--- src/hw/gpf_defs.svh ---
// gpf_defs.svh: register offsets, field layout and reset values of the
// gpio pin function and direction block.
// assumes: included by bare name from the design files of this block.
`ifndef GPF_DEFS_SVH
`define GPF_DEFS_SVH

// ==========================================================================
// register byte offsets
`define GPF_OFS_FUNC      12'h418
`define GPF_OFS_DIR       12'h41C
`define GPF_OFS_DATA      12'h420

// ==========================================================================
// field layout and reset values
`define GPF_PIN_COUNT     16
`define GPF_RST_FUNC      16'h0000
`define GPF_RST_DIR       16'h0000
`define GPF_RST_OUT       16'h0000

`endif

--- src/hw/gpf_pkg.sv ---
// gpf_pkg.sv: types shared by the gpio pin function and direction block.
// assumes: compiled before the design modules.
`default_nettype none

package gpf_pkg;
    // ======================================================================
    // register selected by an apb address
    typedef enum logic [3:0] {
        GPF_SEL_NONE = 4'b0001,
        GPF_SEL_FUNC = 4'b0010,
        GPF_SEL_DIR  = 4'b0100,
        GPF_SEL_DATA = 4'b1000
    } gpf_sel_e;
endpackage

`default_nettype wire

--- src/hw/gpf_gpio_port.sv ---
// gpf_gpio_port.sv: 16-pin gpio port with per-pin function select,
// direction and data registers behind an apb slave.
// assumes: one clock mclk, synchronous active-high reset, pad inputs and
// alternate-function signals already synchronous to mclk.
// limits: only strobes 1:0 matter, as bits 31:16 are not stored;
// unmapped offsets answer with pslverr and read as zero;
// a data write drops the bits of input and alternate pins, which
// keep their old stored value for when they become outputs;
// pads follow a register write one cycle after the register does.
//
// Notes on behaviour
// RL1: a one in a function-select bit hands that pin to its alternate use.
// RL2: a zero there makes it a gpio pin run by direction and data bits.
// RL3: a gpio pin whose direction bit is set is driven as an output.
// RL4: a gpio pin whose direction bit is clear is left undriven as an input.
// RL5: an alternate-function pin ignores its direction bit.
// RL6: a data read returns every pin's present level in either mode.
// RL7: writing the data register changes only gpio pins set as outputs.
// RL8: function select and direction reset to zero; bits 31:16 read 0.
`timescale 1ns/10ps
`default_nettype none
`include "gpf_defs.svh"

module gpf_gpio_port #(
    parameter int PINS = `GPF_PIN_COUNT
) (
    input  wire logic            mclk,
    input  wire logic            sys_rst,
    input  wire logic            psel,
    input  wire logic            penable,
    input  wire logic            pwrite,
    input  wire logic [11:0]     paddr,
    input  wire logic [31:0]     pwdata,
    input  wire logic [3:0]      pstrb,
    output logic      [31:0]     prdata,
    output logic                 pready,
    output logic                 pslverr,
    input  wire logic [PINS-1:0] padIn,
    output logic      [PINS-1:0] padOut,
    output logic      [PINS-1:0] padOe,
    input  wire logic [PINS-1:0] altOut,
    input  wire logic [PINS-1:0] altOe,
    output logic      [PINS-1:0] pinFunctionSelect
);
    // ======================================================================
    // address decode
    function automatic gpf_pkg::gpf_sel_e decode(input logic [11:0] a);
        unique case (a)
            `GPF_OFS_FUNC: decode = gpf_pkg::GPF_SEL_FUNC;
            `GPF_OFS_DIR:  decode = gpf_pkg::GPF_SEL_DIR;
            `GPF_OFS_DATA: decode = gpf_pkg::GPF_SEL_DATA;
            default:       decode = gpf_pkg::GPF_SEL_NONE;
        endcase
    endfunction

    // merge written bytes into a 16-bit field using the strobes
    // bytes 3:2 fall on the upper half, which is not stored, and are dropped
    function automatic logic [15:0] merge(input logic [15:0] old,
                                          input logic [31:0] wd,
                                          input logic [3:0]  st);
        merge = {st[1] ? wd[15:8] : old[15:8], st[0] ? wd[7:0] : old[7:0]};
    endfunction

    // ======================================================================
    // state
    // stored control registers
    logic [PINS-1:0] funcSel;
    logic [PINS-1:0] dirOut;
    logic [PINS-1:0] gpioOut;

    // next values of every flop group
    logic [PINS-1:0] next_funcSel;
    logic [PINS-1:0] next_dirOut;
    logic [PINS-1:0] next_gpioOut;
    logic [31:0]     next_prdata;
    logic            next_pready;
    logic            next_pslverr;
    logic [PINS-1:0] next_padOut;
    logic [PINS-1:0] next_padOe;
    logic [PINS-1:0] next_pinFunctionSelect;

    // pad path and bus helpers
    logic [PINS-1:0] muxOut;
    logic [PINS-1:0] muxOe;
    logic [15:0]     wrData;
    logic [PINS-1:0] padLevel;
    logic [PINS-1:0] gpioDrive;
    gpf_pkg::gpf_sel_e sel;
    logic            setup;
    logic            wrAccess;

    // decoded access phases and the mask of gpio pins set as outputs
    assign sel       = decode(paddr);
    assign setup     = psel & ~penable;
    assign wrAccess  = psel & penable & pready & pwrite;
    assign padLevel  = padIn;
    assign gpioDrive = ~funcSel & dirOut;

    // ======================================================================
    // bus answer
    // no wait state: the answer is registered in the setup cycle, so pready
    // is high in the first access cycle and prdata comes from a flop
    // prdata then holds until the next setup, for a master that reads late
    always_comb begin
        next_prdata  = prdata;
        next_pready  = 1'b0;
        next_pslverr = 1'b0;
        if (setup) begin
            next_pready  = 1'b1;
            // unmapped offsets answer with an error and read as zero
            next_pslverr = (sel == gpf_pkg::GPF_SEL_NONE);
            next_prdata  = 32'h0000_0000; // upper half reads zero (see RL8)
            if (!pwrite) begin
                unique case (sel)
                    gpf_pkg::GPF_SEL_FUNC: next_prdata[PINS-1:0] = funcSel;
                    gpf_pkg::GPF_SEL_DIR:  next_prdata[PINS-1:0] = dirOut;
                    // live pad level whatever the mode (see RL6)
                    gpf_pkg::GPF_SEL_DATA: next_prdata[PINS-1:0] = padLevel;
                    gpf_pkg::GPF_SEL_NONE: next_prdata = 32'h0000_0000;
                endcase
            end
        end
    end

    // ======================================================================
    // register next values
    // writes take effect only at the edge that completes the access, so a
    // master that lingers in setup never moves a pin early
    always_comb begin
        next_funcSel = funcSel;
        next_dirOut  = dirOut;
        next_gpioOut = gpioOut;
        wrData       = 16'h0000;
        if (wrAccess) begin
            unique case (sel)
                gpf_pkg::GPF_SEL_FUNC: begin
                    wrData       = merge(16'(funcSel), pwdata, pstrb);
                    next_funcSel = wrData[PINS-1:0]; // see RL1, RL2
                end
                gpf_pkg::GPF_SEL_DIR: begin
                    wrData      = merge(16'(dirOut), pwdata, pstrb);
                    next_dirOut = wrData[PINS-1:0]; // see RL3, RL4
                end
                gpf_pkg::GPF_SEL_DATA: begin
                    wrData = merge(16'(gpioOut), pwdata, pstrb);
                    // only gpio-mode outputs take the new value; the rest
                    // keep their stored bit until they turn into outputs
                    next_gpioOut = (wrData[PINS-1:0] & gpioDrive)
                                 | (gpioOut & ~gpioDrive); // see RL7
                end
                gpf_pkg::GPF_SEL_NONE: wrData = 16'h0000;
            endcase
        end
    end

    // ======================================================================
    // bus answer flops
    always_ff @(posedge mclk) begin
        if (sys_rst) begin
            prdata  <= 32'h0000_0000;
            pready  <= 1'b0;
            pslverr <= 1'b0;
        end else begin
            prdata  <= next_prdata;
            pready  <= next_pready;
            pslverr <= next_pslverr;
        end
    end

    // ======================================================================
    // control register flops
    always_ff @(posedge mclk) begin
        if (sys_rst) begin
            funcSel <= PINS'(`GPF_RST_FUNC); // see RL8
            dirOut  <= PINS'(`GPF_RST_DIR);  // inputs after reset (see RL8)
            gpioOut <= PINS'(`GPF_RST_OUT);
        end else begin
            funcSel <= next_funcSel;
            dirOut  <= next_dirOut;
            gpioOut <= next_gpioOut;
        end
    end

    // ======================================================================
    // pad steering; muxed result is flopped so pad outputs come from flops
    gpf_pad_mux #(
        .PINS    (PINS)
    ) u_mux (
        .funcSel (funcSel),
        .dirOut  (dirOut),
        .gpioOut (gpioOut),
        .altOut  (altOut),
        .altOe   (altOe),
        .padOut  (muxOut),
        .padOe   (muxOe)
    );

    // ======================================================================
    // pad flops
    // pads and function select lag the registers by one cycle; the extra
    // flop costs a cycle of latency but keeps mux glitches off the pins
    always_comb begin
        next_padOut            = muxOut; // see RL3, RL5
        next_padOe             = muxOe;  // see RL4, RL5
        next_pinFunctionSelect = funcSel;
    end

    always_ff @(posedge mclk) begin
        if (sys_rst) begin
            padOut            <= '0;
            padOe             <= '0; // undriven in reset (see RL4)
            pinFunctionSelect <= '0;
        end else begin
            padOut            <= next_padOut;
            padOe             <= next_padOe;
            pinFunctionSelect <= next_pinFunctionSelect;
        end
    end
endmodule

`default_nettype wire

--- src/hw/gpf_pad_mux.sv ---
// gpf_pad_mux.sv: per-pin steering between gpio logic and alternate function.
// assumes: all inputs come from flip-flops of the same mclk domain.
`timescale 1ns/10ps
`default_nettype none

module gpf_pad_mux #(
    parameter int PINS = 16
) (
    input  wire logic [PINS-1:0] funcSel,
    input  wire logic [PINS-1:0] dirOut,
    input  wire logic [PINS-1:0] gpioOut,
    input  wire logic [PINS-1:0] altOut,
    input  wire logic [PINS-1:0] altOe,
    output logic      [PINS-1:0] padOut,
    output logic      [PINS-1:0] padOe
);
    // ======================================================================
    // pin steering
    // alternate pins follow the alternate function alone (see RL1, RL5)
    // gpio pins drive only when set as outputs (see RL2, RL3, RL4)
    always_comb begin
        padOut = (funcSel & altOut) | (~funcSel & gpioOut);
        padOe  = (funcSel & altOe)  | (~funcSel & dirOut);
    end
endmodule

`default_nettype wire

--- config.mk ---
export PLATFORM = sky130hd
export DESIGN_NAME = gpf_gpio_port
export DESIGN_NICKNAME = d
export VERILOG_FILES = /design/src/hw/gpf_pkg.sv /design/src/hw/gpf_gpio_port.sv /design/src/hw/gpf_pad_mux.sv
export VERILOG_INCLUDE_DIRS = /design/src /design/src/hw
export SDC_FILE = /design/constraint.sdc
export NUM_CORES = 1
export LEC_CHECK = 0
export BUFFER_PORTS_ARGS = -buffer_cell sky130_fd_sc_hd__buf_2
export CORE_UTILIZATION = 50
export CTS_BUF_LIST = sky130_fd_sc_hd__clkbuf_4
export DETAILED_ROUTE_END_ITERATION = 7
export GPL_ROUTABILITY_DRIVEN = 0
export PLACE_DENSITY = 0.82
export SYNTH_ARGS = -nofsm -noshare
export SYNTH_HDL_FRONTEND = slang
export SYNTH_SLANG_ARGS = --single-unit
--- constraint.sdc ---
create_clock -name mclk -period 1.96 [get_ports mclk]
set_input_delay 0.588 -clock mclk [delete_from_list [all_inputs] [get_ports mclk]]
set_output_delay 0.588 -clock mclk [all_outputs]
set_load 0.005 [all_outputs]
==> results.md <==
* Arr. time, crit path at 2.04 ns
* Critical Path Fanout Max at 4
* DR WL/cell at ~16 µm
* NumNets Final at 754
* Pre-CTS setup slack at -0.1665 ns
* Seq cells post-synth at between 100 and 150
* Top cells by count, synth: dfxtp_1, nor2_1, a21oi_1
* Die Span Y at approximately 98 µm
* Fin crit period at 1.659 ns
* Post-synthesis sequential area ratio at 0.4910
* Post-synth EDFFs at 0
* Setup crit start kind: input pin
* Largest net degree at the start of global routing at 32
* Final period utilization at 0.8463
* Initial Util at 0.5253
* Total congestion overflow at 0
* All-Layer GR Usage at 0.2562
* GR Layer Usage met1 at 0.3540
* Syn. warnings at 0
* Layout Cells excl Fill at 773
* Unique cell type count in the Yosys netlist at 37
* FP Rows at 34
* Outcome: complete, but fails checks
* Clk slew on worst S/H paths at 0.10 ns
* Cts hold-fix bufs at 0
* Antenna Nets Post-Route at 0
* # H-tree levels at 4
* Worst min path class: in -> reg
* Met2 Track Usage GR at 0.3938
* Hold Slack at roughly 0.34 ns
* Clk_skew at ~0.014 ns
* Ys async rst share at 0
* GR Util met3 at 0.05887
* Ranking of synthesized cells by area: dfxtp_1, mux2i_1, nand2b_1, nor2_1, a21oi_1
* Root buf cell: clkbuf_4
* Fin Setup TNS at 0 ns
* Die Wd at ~98 µm
* RSZ-0062 raised after global routing: no
* Crit path capture type: flop
* Die area at 9686 µm²
* Placed Cells at 742
* Port Buf Inserts at around 150
* Insertion delay to the later sink of the worst-skew pair at 0.49 ns
* Fin area at around 5800 µm²
* Max Fclk at roughly 600 MHz
* Ports at ~180
* CP Class: in -> reg
* Initial DRC Count at 256
* N_diodes at 0
* Total Wirelength at 12080 µm
* Number of global-route vias before repair at 3954
* Area added between synthesis and finish at 25.36%
* Layout cells sized above 1 at 0.3158
* Dpl cell area at 5567 µm²
* Count leader, synth: dfxtp_1
* Leakage at 2.661 nW
* 1st-pass router iterations at 8
* Clk buf depth at 2
* Synthesized instance count at ~500
* CTS sink cnt at 114
* Via-per-instance ratio at 5.466
* Failing checks: design-rule violations
* Max Slew Vio Count at 0
* Post-CTS sizing at 0
* Total power at 4.242 mW
* Initial antenna violation count at 0
* GRT busiest layer: met2
* IR drop worst, VDD at 0.4923 mV
* Num CTS Buffers at 17
* First-pass GRT wire length at 19500 µm
* Power Density at roughly 730 nW/µm²
* Post-synth top area cell: dfxtp_1
* CTS tree: built
* DP Wirelength at 9197 µm
* Netlist Area Pre-Place at 4648 µm²
* Top_reg_cell synth: dfxtp_1
* Max-Cap Viols at 0
* Final setup violating endpoints at 0
* Post-CTS Repair Setup Buffers at 0
* Mapped Avg Cell Area at 9.371 µm²
* Post-synth top area share at 0.4910
* Drc violations at 10
* Utilization after layout at 0.6585
* CORE AREA at 8848 µm²
* Critical Path RT at between 2 and 2.5 ns
* Vias at 4225
* Final WS setup at 0.3012 ns
* Hold Vio Cnt, Final at 0
[cell families (layout without fill, tap and decap cells)]
logic type | after synthesis | after routing | synth area share
AO/OA/AOI/OAI | 131 | 131 | 0.1857
buffers and inverters | 67 | 221 | 0.07187
flip-flops | 114 | 114 | 0.4910
multiplexers | 32 | 32 | 0.06891
other | 1 | 16 | 0.0008068
AND/OR/NAND/NOR | 151 | 151 | 0.1817
[cells in the final DEF (no fill, tap or decap), types with 3 or more instances in the layout]
master | Yosys | final
clkinv_2 | 0 | 4
nand2b_1 | 33 | 33
o211a_1 | 15 | 15
buf_12 | 0 | 5
conb_1 | 1 | 16
buf_2 | 6 | 148
o21ai_1 | 8 | 8
nand3_1 | 17 | 17
a21oi_1 | 35 | 35
buf_4 | 18 | 21
o221ai_1 | 15 | 15
mux2i_1 | 32 | 32
o31ai_1 | 8 | 8
dfxtp_1 | 114 | 114
inv_1 | 16 | 16
nand2_1 | 3 | 3
clkbuf_4 | 0 | 19
clkinvlp_4 | 0 | 4
nor2_1 | 49 | 49
nand4_1 | 16 | 16
and2_1 | 3 | 3
o21ai_0 | 32 | 32
nor2b_1 | 18 | 17
a22oi_1 | 15 | 15
[per-layer routing]
metal / part of all wire / routed length (µm)
met1: 0.47 / 5655
met2: 0.44 / 5320
met3: 0.078 / 938
met5: 0 / 0
met4: 0.013 / 161
[path summary, 6_finish.rpt]
check,startpoint,to,slack (ns),cells after the start
min reg2reg,flop,flop,0.48,2
max,paddr[1],prdata[14],0.30,7
min,altOe[0],padOe[0],0.34,3
max reg2reg,pready,dirOut[13],0.47,4
[worst max-delay path: stages]
cell     delay, ns
buf_2         0.10
nor4_2        0.30
buf_4         0.18
and2_0        0.31
buf_4         0.17
nand3_1       0.07
o32ai_1       0.32
[power breakdown]
part	leakage, nW	switching, mW	internal (mW)
Combinational	1.61	0.143	0.133
Clock	0.135	0.866	0.759
Sequential	0.920	0.00879	2.33
[area by class of cell]
cell class / instances / area (µm²)
tap: 108 / 135.1
inverter: 16 / 60.06
fill: 731 / 3022
clock inverter: 12 / 117.6
timing repair buffer: 174 / 998.5
sequential: 114 / 2282
clock buffer: 19 / 142.6
multi-input combinational: 330 / 2091
Note: power is estimated with default switching activity, not from simulation.
